### src/rtl/eefe_pkg.sv
package eefe_pkg;
  localparam int NIRQ = 8;
  localparam int NEXC = 13;
  localparam logic [3:0] IDX_NMI  = 4'h0;
  localparam logic [3:0] IDX_HF   = 4'h1;
  localparam logic [3:0] IDX_MM   = 4'h2;
  localparam logic [3:0] IDX_BUS  = 4'h3;
  localparam logic [3:0] IDX_USE  = 4'h4;
  localparam logic [3:0] IDX_IRQ0 = 4'h5;
  localparam logic [7:0] EXCNUM_SYS_OFS = 8'h02;
  localparam logic [7:0] EXCNUM_IRQ_OFS = 8'h0B;
  localparam logic [31:0] VTOR_BASE = 32'h00000000;
  // register byte offsets
  localparam logic [7:0] A_CTRL  = 8'h00;
  localparam logic [7:0] A_MASK  = 8'h04;
  localparam logic [7:0] A_PEND  = 8'h08;
  localparam logic [7:0] A_IPRI  = 8'h0C;
  localparam logic [7:0] A_FPRI  = 8'h10;
  localparam logic [7:0] A_HFC   = 8'h14;
  localparam logic [7:0] A_CFC   = 8'h18;
  localparam logic [7:0] A_MMLOC = 8'h1C;
  localparam logic [7:0] A_BFLOC = 8'h20;
  localparam logic [7:0] A_STAT  = 8'h24;
  localparam logic [7:0] A_IEN   = 8'h28;
  localparam int CTRL_ALIGN_BIT = 0;
  localparam int CTRL_SUB_LSB   = 1;
  localparam int CTRL_FEN_LSB   = 4;
  localparam logic [31:0] CTRL_RST = 32'h00000001;
  localparam int MASK_EN_BIT    = 4;
  localparam int HFC_VEC_BIT    = 1;
  localparam int HFC_ESCALATED_FAULT_FLAG_BIT = 30;
  localparam int CFC_MM_LSB  = 0;
  localparam int CFC_BUS_LSB = 8;
  localparam int CFC_USE_LSB = 16;
  localparam int C_XN = 0;
  localparam int C_IBUS = 0;
  localparam int C_DBUS = 1;
  localparam int C_STKBUS = 4;
  localparam int C_UNDEF = 0;
  localparam int C_STATE = 1;
  localparam logic [27:0] TOKEN_HI = 28'hFFFFFFF;
  localparam logic [3:0] RET_HANDLER = 4'h1;
  localparam logic [3:0] RET_THREAD_MAIN = 4'h9;
  localparam logic [3:0] RET_THREAD_PROC = 4'hD;
  localparam logic [2:0] FRAME_LAST = 3'h7;
  localparam logic [31:0] FRAME_BYTES = 32'h00000020;
  localparam logic [31:0] ALIGN_MASK = 32'hFFFFFFF8;
  localparam logic [4:0] THREAD_GRP = 5'h1F;
  localparam logic [4:0] CFG_GRP_OFS = 5'h02;
  typedef enum logic [2:0] {FK_IBUS, FK_DBUS, FK_UNDEF, FK_BXSTATE, FK_XN} eefe_fkind_t;
  typedef enum logic [2:0] {PL_OTHER, PL_POP, PL_BX, PL_LDR, PL_LDM} eefe_plkind_t;
  typedef struct packed {
    logic        valid;
    eefe_fkind_t kind;
    logic [31:0] addr;
  } eefe_fault_t;
  typedef struct packed {
    logic         valid;
    eefe_plkind_t kind;
    logic [31:0]  value;
  } eefe_pcload_t;
  typedef enum logic [5:0] {
    ST_RUN = 6'b000001, ST_STACK = 6'b000010, ST_VECT = 6'b000100,
    ST_LAUNCH = 6'b001000, ST_UNSTACK = 6'b010000, ST_LOCK = 6'b100000
  } eefe_state_t;
endpackage

### src/rtl/eefe_exc_unit.sv
module eefe_exc_unit
  import eefe_pkg::*;
(
  // clock and reset
  input  wire logic         hclk,
  input  wire logic         hresetn,
  // ahb-lite slave
  input  wire logic         hsel,
  input  wire logic [31:0]  haddr,
  input  wire logic [1:0]   htrans,
  input  wire logic         hwrite,
  input  wire logic [2:0]   hsize,
  input  wire logic [31:0]  hwdata,
  input  wire logic         hready,
  output logic      [31:0]  hrdata,
  output logic              hreadyout,
  output logic              hresp,
  // exception sources
  input  wire logic [7:0]   irq_lines,
  input  wire logic         nmi_req,
  input  wire eefe_fault_t  fault_in,
  // pipeline
  input  wire eefe_pcload_t pc_load,
  input  wire logic [31:0]  sp_in,
  input  wire logic         psp_active,
  input  wire logic         first_exec,
  output logic              pipe_run,
  output logic              handler_start,
  output logic      [31:0]  handler_pc,
  output logic      [31:0]  link_register,
  output logic      [31:0]  sp_out,
  output logic              handler_mode,
  output logic              lockup,
  // stacking channel
  output logic              stk_req,
  output logic              stk_write,
  output logic      [2:0]   stk_slot,
  output logic      [31:0]  stk_addr,
  input  wire logic         stk_ack,
  input  wire logic         stk_err,
  // vector channel
  output logic              vec_req,
  output logic      [31:0]  vec_addr,
  input  wire logic         vec_ack,
  input  wire logic         vec_err,
  input  wire logic [31:0]  vec_data
);
  eefe_state_t       state_reg;
  logic [31:0]       ctrl_reg, ipri_reg, hfc_reg, mmloc_reg, bfloc_reg;
  logic [23:0]       cfc_reg;
  logic [11:0]       fpri_reg;
  logic [7:0]        ien_reg, wr_addr_reg;
  logic [4:0]        mask_reg;
  logic [NEXC-1:0]   pend_reg, pend_next, act_reg, act_next;
  logic [3:0]        tgt_reg, vec_ask_reg, vec_for_reg;
  logic              vec_have_reg, lock_nmi_reg, wr_pend_reg;
  logic [31:0]       vec_got_reg, rd_mux, frame_base;
  logic [8:0]        key_w [NEXC];
  logic [NEXC-1:0]   elig_w;
  logic              win_ok, cur_any;
  logic [3:0]        win_idx, cur_idx, fidx, ce_idx;
  logic [8:0]        win_key, cur_key;
  logic [4:0]        exec_grp, post_grp;
  logic [2:0]        sub_bits, fen_w;
  logic              flt_evt, stk_bus_evt, ce, esc, vec_err_evt, hf_now, lock_go;
  logic              ret_evt, entry_ok, tail_ok, late_ok, vec_ok, commit, ahb_wr;

  function automatic logic [7:0] exc_number(input logic [3:0] i);
    return (i < IDX_IRQ0) ? 8'(i) + EXCNUM_SYS_OFS : 8'(i) + EXCNUM_IRQ_OFS;
  endfunction

  assign sub_bits = (ctrl_reg[CTRL_SUB_LSB+:3] > 3'h4) ? 3'h4 : ctrl_reg[CTRL_SUB_LSB+:3];
  assign fen_w = ctrl_reg[CTRL_FEN_LSB+:3];

  // per-exception urgency key {group, sub}; lower compares as more urgent
  genvar g;
  generate
    for (g = 0; g < NEXC; g++) begin : g_key
      logic [3:0] raw, smask;
      logic       en;
      // enable bit only exists for lines; no negative index for system slots
      if (g < 2) begin : g_fix
        assign raw = 4'h0;
        assign en = 1'b1;
      end else if (g < 5) begin : g_flt
        assign raw = fpri_reg[4*(g-2)+:4];
        assign en = 1'b1;
      end else begin : g_irq
        assign raw = ipri_reg[4*(g-5)+:4];
        assign en = ien_reg[g-5];
      end
      assign smask = ~(4'hF << sub_bits);
      // fixed priorities sit below every configurable group
      assign key_w[g] = (g < 2) ? {5'(g), 4'h0}
                                : {5'(raw >> sub_bits) + CFG_GRP_OFS, raw & smask};
      // masked ones stay pending but are not eligible
      assign elig_w[g] = pend_reg[g] && en &&
                         (g < 2 || !mask_reg[MASK_EN_BIT] || raw < mask_reg[3:0]);
    end
  endgenerate

  // strict compare keeps the lowest index on ties
  always_comb begin
    win_ok = 1'b0;
    win_idx = 4'h0;
    win_key = 9'h1FF;
    for (int i = 0; i < NEXC; i++) begin
      if (elig_w[i] && (!win_ok || key_w[i] < win_key)) begin
        win_ok = 1'b1;
        win_idx = 4'(i);
        win_key = key_w[i];
      end
    end
  end

  always_comb begin
    cur_any = 1'b0;
    cur_idx = 4'h0;
    cur_key = 9'h1FF;
    post_grp = THREAD_GRP;
    for (int i = 0; i < NEXC; i++) begin
      if (act_reg[i] && (!cur_any || key_w[i] < cur_key)) begin
        cur_any = 1'b1;
        cur_idx = 4'(i);
        cur_key = key_w[i];
      end
    end
    for (int i = 0; i < NEXC; i++) begin
      if (act_reg[i] && 4'(i) != cur_idx && key_w[i][8:4] < post_grp) begin
        post_grp = key_w[i][8:4];
      end
    end
  end

  assign exec_grp = cur_any ? cur_key[8:4] : THREAD_GRP;
  assign entry_ok = win_ok && win_key[8:4] < exec_grp;
  assign tail_ok  = win_ok && win_key[8:4] < post_grp;
  assign late_ok  = win_ok && win_key[8:4] < key_w[tgt_reg][8:4];
  assign vec_ok   = vec_have_reg && vec_for_reg == tgt_reg && !vec_req;
  assign commit   = state_reg == ST_LAUNCH && first_exec;
  assign ret_evt  = state_reg == ST_RUN && cur_any && pc_load.valid &&
                    pc_load.kind != PL_OTHER && pc_load.value[31:4] == TOKEN_HI;

  always_comb begin
    case (fault_in.kind)
      FK_IBUS, FK_DBUS: fidx = IDX_BUS;
      FK_XN:            fidx = IDX_MM;
      default:          fidx = IDX_USE;
    endcase
  end

  // faults only come from executed code; stacking errors ride the bus fault path
  assign flt_evt = fault_in.valid && state_reg == ST_RUN;
  assign stk_bus_evt = state_reg == ST_STACK && stk_req && stk_err;
  assign ce = flt_evt || (stk_bus_evt && tgt_reg != IDX_BUS);
  assign ce_idx = flt_evt ? fidx : IDX_BUS;
  assign esc = !fen_w[2'(ce_idx - IDX_MM)] ||
               (cur_any && key_w[ce_idx][8:4] >= exec_grp);
  assign vec_err_evt = vec_req && vec_ack && vec_err;
  assign hf_now = vec_err_evt || (ce && esc);
  assign lock_go = hf_now && ((cur_any && cur_idx < IDX_MM) ||
                   (state_reg != ST_RUN && tgt_reg < IDX_MM));
  assign frame_base = ctrl_reg[CTRL_ALIGN_BIT] ? ((sp_in - FRAME_BYTES) & ALIGN_MASK)
                                               : (sp_in - FRAME_BYTES);

  // sources set last so a new arrival survives a same-cycle clear
  always_comb begin
    pend_next = pend_reg;
    if (commit) pend_next[tgt_reg] = 1'b0;
    if (ahb_wr && wr_addr_reg == A_PEND) pend_next[IDX_IRQ0+:NIRQ] &= ~hwdata[15:8];
    pend_next[IDX_IRQ0+:NIRQ] |= irq_lines;
    if (ahb_wr && wr_addr_reg == A_PEND) pend_next[IDX_IRQ0+:NIRQ] |= hwdata[7:0];
    if (nmi_req) pend_next[IDX_NMI] = 1'b1;
    if (hf_now) pend_next[IDX_HF] = 1'b1;
    else if (ce) pend_next[ce_idx] = 1'b1;
  end

  always_comb begin
    act_next = act_reg;
    if (commit) act_next[tgt_reg] = 1'b1;
    if (ret_evt) act_next[cur_idx] = 1'b0;
  end

  always_ff @(posedge hclk or negedge hresetn) begin
    if (!hresetn) begin
      pend_reg <= '0;
      act_reg <= '0;
      handler_mode <= 1'b0;
    end else begin
      pend_reg <= pend_next;
      act_reg <= act_next;
      handler_mode <= |act_next;
    end
  end

  // sequencer, stacking channel and pipeline hand-off
  always_ff @(posedge hclk or negedge hresetn) begin
    if (!hresetn) begin
      state_reg <= ST_RUN;
      tgt_reg <= 4'h0;
      stk_req <= 1'b0;
      stk_write <= 1'b0;
      stk_slot <= 3'h0;
      stk_addr <= 32'h00000000;
      sp_out <= 32'h00000000;
      link_register <= 32'h00000000;
      handler_start <= 1'b0;
      handler_pc <= 32'h00000000;
      lockup <= 1'b0;
      lock_nmi_reg <= 1'b0;
    end else begin
      handler_start <= 1'b0;
      if (lock_go && state_reg != ST_LOCK) begin
        state_reg <= ST_LOCK;
        stk_req <= 1'b0;
        lockup <= 1'b1;
        lock_nmi_reg <= (cur_any && cur_idx == IDX_NMI) ||
                        (state_reg != ST_RUN && tgt_reg == IDX_NMI);
      end else begin
        case (state_reg)
          ST_RUN: begin
            if (ret_evt && tail_ok) begin
              state_reg <= ST_VECT;
              tgt_reg <= win_idx;
            end else if (ret_evt) begin
              state_reg <= ST_UNSTACK;
              stk_req <= 1'b1;
              stk_write <= 1'b0;
              stk_slot <= 3'h0;
              stk_addr <= sp_in;
            end else if (entry_ok) begin
              state_reg <= ST_STACK;
              tgt_reg <= win_idx;
              stk_req <= 1'b1;
              stk_write <= 1'b1;
              stk_slot <= 3'h0;
              stk_addr <= frame_base;
              sp_out <= frame_base;
              link_register <= {TOKEN_HI, cur_any ? RET_HANDLER :
                                psp_active ? RET_THREAD_PROC : RET_THREAD_MAIN};
            end
          end
          ST_STACK: begin
            if (stk_req && (stk_ack || stk_err)) begin
              if (stk_slot == FRAME_LAST) stk_req <= 1'b0;
              else begin
                stk_slot <= stk_slot + 3'h1;
                stk_addr <= stk_addr + 32'h00000004;
              end
            end
            if (late_ok) tgt_reg <= win_idx;
            else if (!stk_req && vec_ok) begin
              state_reg <= ST_LAUNCH;
              handler_start <= 1'b1;
              handler_pc <= vec_got_reg;
            end
          end
          ST_VECT: begin
            if (late_ok) tgt_reg <= win_idx;
            else if (vec_ok) begin
              state_reg <= ST_LAUNCH;
              handler_start <= 1'b1;
              handler_pc <= vec_got_reg;
            end
          end
          ST_LAUNCH: begin
            if (first_exec) state_reg <= ST_RUN;
            else if (late_ok) begin
              state_reg <= ST_VECT;
              tgt_reg <= win_idx;
            end
          end
          ST_UNSTACK: begin
            if (stk_ack || stk_err) begin
              stk_addr <= stk_addr + 32'h00000004;
              if (stk_slot == FRAME_LAST) begin
                stk_req <= 1'b0;
                state_reg <= ST_RUN;
                sp_out <= stk_addr + 32'h00000004;
              end else stk_slot <= stk_slot + 3'h1;
            end
          end
          default: begin
            // an nmi that locked up cannot be released by another nmi
            if (pend_reg[IDX_NMI] && !lock_nmi_reg) begin
              state_reg <= ST_RUN;
              lockup <= 1'b0;
            end
          end
        endcase
      end
    end
  end

  assign pipe_run = state_reg[0];

  // vector channel; refetches whenever the target moves
  always_ff @(posedge hclk or negedge hresetn) begin
    if (!hresetn) begin
      vec_req <= 1'b0;
      vec_addr <= 32'h00000000;
      vec_ask_reg <= 4'h0;
      vec_for_reg <= 4'h0;
      vec_have_reg <= 1'b0;
      vec_got_reg <= 32'h00000000;
    end else if (vec_req && vec_ack) begin
      vec_req <= 1'b0;
      vec_have_reg <= !vec_err;
      vec_got_reg <= vec_data;
      vec_for_reg <= vec_ask_reg;
    end else if (commit) begin
      vec_have_reg <= 1'b0;
    end else if ((state_reg == ST_STACK || state_reg == ST_VECT) && !vec_req &&
                 !(vec_have_reg && vec_for_reg == tgt_reg)) begin
      vec_req <= 1'b1;
      vec_ask_reg <= tgt_reg;
      vec_addr <= VTOR_BASE + {22'h0, exc_number(tgt_reg), 2'b00};
      vec_have_reg <= 1'b0;
    end
  end

  // fault cause and location capture; w1c with set winning
  always_ff @(posedge hclk or negedge hresetn) begin
    if (!hresetn) begin
      hfc_reg <= 32'h00000000;
      cfc_reg <= 24'h000000;
      mmloc_reg <= 32'h00000000;
      bfloc_reg <= 32'h00000000;
    end else begin
      hfc_reg <= (hfc_reg & ~((ahb_wr && wr_addr_reg == A_HFC) ? hwdata : 32'h0))
                 | ((vec_err_evt ? 32'h1 : 32'h0) << HFC_VEC_BIT)
                 | (((ce && esc) ? 32'h1 : 32'h0) << HFC_ESCALATED_FAULT_FLAG_BIT);
      cfc_reg <= (cfc_reg & ~((ahb_wr && wr_addr_reg == A_CFC) ? hwdata[23:0] : 24'h0))
                 | ((stk_bus_evt ? 24'h1 : 24'h0) << (CFC_BUS_LSB + C_STKBUS))
                 | ((flt_evt && fault_in.kind == FK_IBUS ? 24'h1 : 24'h0) << (CFC_BUS_LSB + C_IBUS))
                 | ((flt_evt && fault_in.kind == FK_DBUS ? 24'h1 : 24'h0) << (CFC_BUS_LSB + C_DBUS))
                 | ((flt_evt && fault_in.kind == FK_UNDEF ? 24'h1 : 24'h0) << (CFC_USE_LSB + C_UNDEF))
                 | ((flt_evt && fault_in.kind == FK_BXSTATE ? 24'h1 : 24'h0) << (CFC_USE_LSB + C_STATE))
                 | ((flt_evt && fault_in.kind == FK_XN ? 24'h1 : 24'h0) << (CFC_MM_LSB + C_XN));
      if (flt_evt && fault_in.kind == FK_XN) mmloc_reg <= fault_in.addr;
      if (flt_evt && fidx == IDX_BUS) bfloc_reg <= fault_in.addr;
      else if (stk_bus_evt) bfloc_reg <= stk_addr;
    end
  end

  // ahb-lite: zero wait; read data latched in the address phase
  assign ahb_wr = wr_pend_reg;

  always_comb begin
    logic [7:0] a;
    a = haddr[7:0];
    if (a == A_CTRL) rd_mux = ctrl_reg;
    else if (a == A_MASK) rd_mux = {27'h0, mask_reg};
    else if (a == A_PEND) rd_mux = {3'h0, act_reg[4:0], 3'h0, pend_reg[4:0],
                                    act_reg[IDX_IRQ0+:NIRQ], pend_reg[IDX_IRQ0+:NIRQ]};
    else if (a == A_IPRI) rd_mux = ipri_reg;
    else if (a == A_FPRI) rd_mux = {20'h0, fpri_reg};
    else if (a == A_HFC) rd_mux = hfc_reg;
    else if (a == A_CFC) rd_mux = {8'h0, cfc_reg};
    else if (a == A_MMLOC) rd_mux = mmloc_reg;
    else if (a == A_BFLOC) rd_mux = bfloc_reg;
    else if (a == A_STAT) rd_mux = {lockup, 16'h0, state_reg, cur_any, exc_number(cur_idx)};
    else if (a == A_IEN) rd_mux = {24'h0, ien_reg};
    else rd_mux = 32'h00000000;
  end

  always_ff @(posedge hclk or negedge hresetn) begin
    if (!hresetn) begin
      wr_pend_reg <= 1'b0;
      wr_addr_reg <= 8'h00;
      hrdata <= 32'h00000000;
      hreadyout <= 1'b1;
      hresp <= 1'b0;
    end else begin
      hreadyout <= 1'b1;
      hresp <= 1'b0;
      wr_pend_reg <= hready && hsel && htrans[1] && hwrite;
      if (hready && hsel && htrans[1]) begin
        wr_addr_reg <= haddr[7:0];
        hrdata <= hwrite ? 32'h00000000 : rd_mux;
      end
    end
  end

  always_ff @(posedge hclk or negedge hresetn) begin
    if (!hresetn) begin
      ctrl_reg <= CTRL_RST;
      mask_reg <= 5'h00;
      ien_reg <= 8'h00;
      ipri_reg <= 32'h00000000;
      fpri_reg <= 12'h000;
    end else if (ahb_wr) begin
      if (wr_addr_reg == A_CTRL) ctrl_reg <= {25'h0, hwdata[6:0]};
      else if (wr_addr_reg == A_MASK) mask_reg <= hwdata[4:0];
      else if (wr_addr_reg == A_IEN) ien_reg <= hwdata[7:0];
      else if (wr_addr_reg == A_IPRI) ipri_reg <= hwdata;
      else if (wr_addr_reg == A_FPRI) fpri_reg <= hwdata[11:0];
    end
  end

  property p_token;
    @(posedge hclk) disable iff (!hresetn) handler_start |-> link_register[31:4] == TOKEN_HI;
  endproperty
  a_token: assert property (p_token) else $error("return token upper bits wrong");

  property p_align;
    @(posedge hclk) disable iff (!hresetn)
      (state_reg == ST_STACK && ctrl_reg[CTRL_ALIGN_BIT]) |-> sp_out[2:0] == 3'h0;
  endproperty
  a_align: assert property (p_align) else $error("frame not double-word aligned");

  property p_no_eq;
    @(posedge hclk) disable iff (!hresetn)
      (state_reg == ST_RUN && cur_any && win_ok && win_key[8:4] >= exec_grp && !ret_evt)
      |=> state_reg != ST_STACK;
  endproperty
  a_no_eq: assert property (p_no_eq) else $error("equal group preempted");

  property p_launch;
    @(posedge hclk) disable iff (!hresetn)
      $rose(handler_start) && $past(state_reg) == ST_STACK |-> $past(!stk_req);
  endproperty
  a_launch: assert property (p_launch) else $error("handler started before stacking done");

  property p_commit;
    @(posedge hclk) disable iff (!hresetn)
      commit |=> act_reg[$past(tgt_reg)] && !handler_start;
  endproperty
  a_commit: assert property (p_commit) else $error("exception not made active");

  property p_lock;
    @(posedge hclk) disable iff (!hresetn) lock_go |=> lockup && !pipe_run;
  endproperty
  a_lock: assert property (p_lock) else $error("lockup not entered");

  property p_escalated_fault_flag;
    @(posedge hclk) disable iff (!hresetn)
      (ce && esc) |=> hfc_reg[HFC_ESCALATED_FAULT_FLAG_BIT] && pend_reg[IDX_HF];
  endproperty
  a_escalated_fault_flag: assert property (p_escalated_fault_flag) else $error("escalation not flagged");

  property p_tail;
    @(posedge hclk) disable iff (!hresetn)
      (ret_evt && tail_ok && !lock_go) |=> state_reg == ST_VECT ##0 !stk_req;
  endproperty
  a_tail: assert property (p_tail) else $error("tail-chain unstacked");

  c_tail: cover property (@(posedge hclk) disable iff (!hresetn) ret_evt && tail_ok);
  c_late: cover property (@(posedge hclk) disable iff (!hresetn)
                          state_reg == ST_STACK && late_ok);
  c_lock: cover property (@(posedge hclk) disable iff (!hresetn) $rose(lockup));
  c_unstk: cover property (@(posedge hclk) disable iff (!hresetn)
                           state_reg == ST_UNSTACK ##1 state_reg == ST_RUN);
endmodule

### config.mk
export PLATFORM = sky130hd
export DESIGN_NAME = eefe_exc_unit
export DESIGN_NICKNAME = d
export VERILOG_FILES = /design/src/rtl/eefe_pkg.sv /design/src/rtl/eefe_exc_unit.sv
export SDC_FILE = /design/constraint.sdc
export NUM_CORES = 2
export LEC_CHECK = 0
export BUFFER_PORTS_ARGS = -buffer_cell sky130_fd_sc_hd__buf_4
export CAP_MARGIN = 40
export CORE_MARGIN = 2
export CORE_UTILIZATION = 26
export DETAILED_ROUTE_END_ITERATION = 10
export GPL_TIMING_DRIVEN = 0
export SYNTH_ARGS = -nofsm -noshare
export SYNTH_HDL_FRONTEND = slang
export SYNTH_SLANG_ARGS = --single-unit
### constraint.sdc
create_clock -name hclk -period 54 [get_ports hclk]
set_input_delay 10.8 -clock hclk [delete_from_list [all_inputs] [get_ports hclk]]
set_output_delay 10.8 -clock hclk [all_outputs]
set_load 0.02 [all_outputs]
==> results by group <==
Global route
  – Largest net degree at the start of global routing: 111
  – Vias in the first global route: 32,518
  – First-pass GRT wire length: 225,000 µm
  – Initial antenna violation count: 13
  – Total GRT Usage: 23.0%
  – Overflow after GRT: 0

Logic synthesis
  – Synthesized area: 33,100 µm²
  – #FFs+latches synth: 416
  – Seq/Total Area, Yosys: 31.5%
  – Ys flop type: dfrtp_1
  – Warnings from Yosys: 0
  – Largest cells by area after synthesis: dfrtp_1 31%, ha_1 9.8%, nand2_1 7.3%
  – Post-Syn Instances: 3,945
  – Synth top area share: 31.3%
  – Cell taking the most area after synthesis: dfrtp_1
  – Syn Area/Cell: 8.38 µm²
  – Post-synth EDFFs: 0
  – Post-synth ARST share: 100%
  – Distinct cells, synth: 115

CTS
  – TritonCTS clock tree: built
  – Max Root-Sink Buffers: 3
  – CTS buffer count: 50
  – Clock transition at the registers of the reported paths: 0.06 ns
  – Hold buffers post-CTS: 0
  – Later-pin clock latency in the skew report: 0.65 ns
  – CTS sink count: 416
  – Clock Tree Root: clkbuf_16
  – H-tree levels: 2

Pwr
  – Leakage: 18.3 nW
  – Peak supply drop: 0.0425 mV
  – Power per Cell Area: 58.8 nW/µm²

Timing
  – RSZ-0062 raised after global routing: false
  – Max Clock Freq: 19.7 MHz
  – Final setup violation count: 0
  – Slew margin rel.: 29.4%
  – Slew @ Worst Pin: 1.05 ns
  – Clock skew: 0.0367 ns
  – Fin crit share: 94.0%
  – Final Hold Fails: 0
  – Setup WS post-layout: 3.26 ns
  – Slew Viols, Final: 0
  – Final min period: 50.74 ns
  – TNS Setup: 0 ns

Final layout
  – Number of fillers in the final layout: 13,489
  – Share of post-route cells with drive strength above 1: 18.5%
  – Most frequent cells in the layout: 647 x nand2_1, 432 x buf_4, 414 x dfrtp_1, 259 x nor2_1, 258 x ha_1
  – Final core occ: 31.8%
  – P&R area growth vs syn: 21.1%
  – Final nets: 4,905
  – Most common cell after layout, fill and taps aside: nand2_1

Detailed routing
  – WL per Instance: 25.4 µm
  – Remaining DRCs: 0
  – Post-Route WL: 155,000 µm
  – Detail Route Antenna Nets: 0
  – Initial DRC Count: 4,151
  – Via count: 34,256
  – Vias per cell: 5.60
  – Initial DRT Pass Iterations: 7

Setup path
  – CP Class: register to register
  – CP most frequent cell: ha_1
  – Startpoint class of the critical path: register
  – Slowest-stage cell, CP: o31ai_4
  – Critical Path Fanout Max: 11
  – Setup crit end kind: register
  – Worst endpoint data arrival time: 51.27 ns
  – Largest stage delay, worst path: 0.50 ns
  – CP required: 54.53 ns

Placed design
  – Setup WS pre-CTS: 2.67 ns
  – Hpwl dp: 125,000 µm
  – Gpl congestion: 1.00
  – Buffers on Ports: 362

Floorplan
  – Initial core utilization: 26.3%
  – Top-Level Pins: 429
  – Die Wd: 361 µm
  – Die Area: 130,000 µm²
  – Core ar.: 126,000 µm²
  – Row cnt: 130
  – Chip Height: 361 µm

Outcome
  – Outcome: completed

Flow run
  – Max Cap Viol: 0

Min path
  – Min-delay worst type: register to register
==> cell usage after synthesis, types with 13 or more instances <==
| master | number |
|---|---|
| nand2_1 | 647 |
| dfrtp_1 | 414 |
| nor2_1 | 260 |
| ha_1 | 258 |
| a21oi_1 | 251 |
| o21ai_0 | 243 |
| mux2_2 | 173 |
| clkbuf_1 | 171 |
| inv_1 | 142 |
| nand3_1 | 90 |
| a22oi_1 | 83 |
| nand4_1 | 70 |
| nor3_1 | 68 |
| buf_4 | 62 |
| a21o_1 | 60 |
| nand2b_1 | 60 |
| xor2_1 | 58 |
| a31oi_1 | 56 |
| nor2b_1 | 56 |
| a21boi_0 | 52 |
| a211oi_1 | 41 |
| mux2i_1 | 41 |
| xnor2_1 | 35 |
| and3_1 | 33 |
| or3_1 | 28 |
| o211ai_1 | 27 |
| and2_1 | 25 |
| o21ai_1 | 23 |
| o21a_1 | 22 |
| o22ai_1 | 22 |
| a221oi_1 | 21 |
| o221ai_1 | 20 |
| a211o_1 | 19 |
| a22o_1 | 19 |
| a222oi_1 | 18 |
| a221o_1 | 14 |
| o31ai_1 | 14 |
| or2_2 | 14 |
| nor4_1 | 13 |
| o211a_1 | 13 |
==> metal layers <==
metal / up-vias / routed length (µm) / track usage, %
li1: 15243 / - / -
met1: 16651 / 64000 / 30.5
met2: 1978 / 67400 / 35.5
met3: 370 / 16700 / 6.11
met4: 14 / 7080 / 9.14
met5: - / 80 / 0
==> per-stage QoR <==
step	instances	power, W	area [µm²]	hold slack, ns
floorplan	3973	0.00145	33200	0.433
global placement	5985	0.00195	37900	0.445
detailed placement	6019	0.00197	38400	0.451
CTS	6111	0.00232	40000	0.466
global route	6112	0.00250	40000	0.479
finish	6113	0.00236	40000	0.459
==> worst max-delay path, delay by kind of cell (launching register included) <==
family / cells / cell delay [ns]
AO/OA/AOI/OAI: 84 / 19.43
XOR/XNOR: 1 / 0.42
adder cells (fa/ha/maj): 24 / 6.66
buffers and inverters: 37 / 9.58
flip-flops: 1 / 0.38
multiplexers: 8 / 2.92
AND/OR/NAND/NOR: 60 / 11.11
==> final cells by class <==
cell class | count | area, µm² | share of cell area [%]
sequential | 416 | 10400 | 26.0
antenna | 1 | 2.50 | 0.00625
multi-input combinational | 3153 | 21000 | 52.5
clock buffer | 66 | 1390 | 3.48
tap | 1650 | 2060 | 5.16
inverter | 148 | 556 | 1.39
timing repair buffer | 398 | 3140 | 7.84
buffer | 255 | 1230 | 3.07
clock inverter | 26 | 229 | 0.572
==> cells by family after synthesis <==
| logic type | after synthesis | share of synthesized area, % |
|---|---|---|
| xor gates and xnor gates | 93 | 2.46 |
| AOI/OAI and AO/OA | 1108 | 22.4 |
| and+or+nand+nor | 1421 | 19.9 |
| adders and majority gates | 265 | 9.98 |
| buffers and inverters | 404 | 5.40 |
| DFF | 416 | 31.5 |
| muxes | 236 | 8.30 |
| other | 2 | 0.0227 |
==> report_power, final <==
group | total (W) | switching, W | internal [W]
combinational | 0.00154 | 0.000980 | 0.000557
sequential | 0.000478 | 0.0000841 | 0.000393
clock | 0.000342 | 0.000149 | 0.000193
total | 0.00236 | 0.00121 | 0.00114
==> timing repair <==
action,4_1_cts,5_1_grt
resized for setup,0,19
hold endpoints to repair,0,0
setup endpoints to repair,0,43
setup buffers,0,2
==> final timing paths <==
check,start,to,slack (ns),depth (start not counted)
worst max-delay path,ctrl_reg[3],stk_addr[13],3.26,214
worst min register to register,vec_got_reg[24],handler_pc[24],0.46,2
min in group asynchronous,hresetn,sp_out[15],9.99,1
worst max register to register,ctrl_reg[3],stk_addr[13],3.26,214
worst min-delay path,vec_got_reg[24],handler_pc[24],0.46,2
max in group asynchronous,hresetn,hfc_reg[19],42.66,3
No activity file was read; power rests on OpenSTA's default activity.
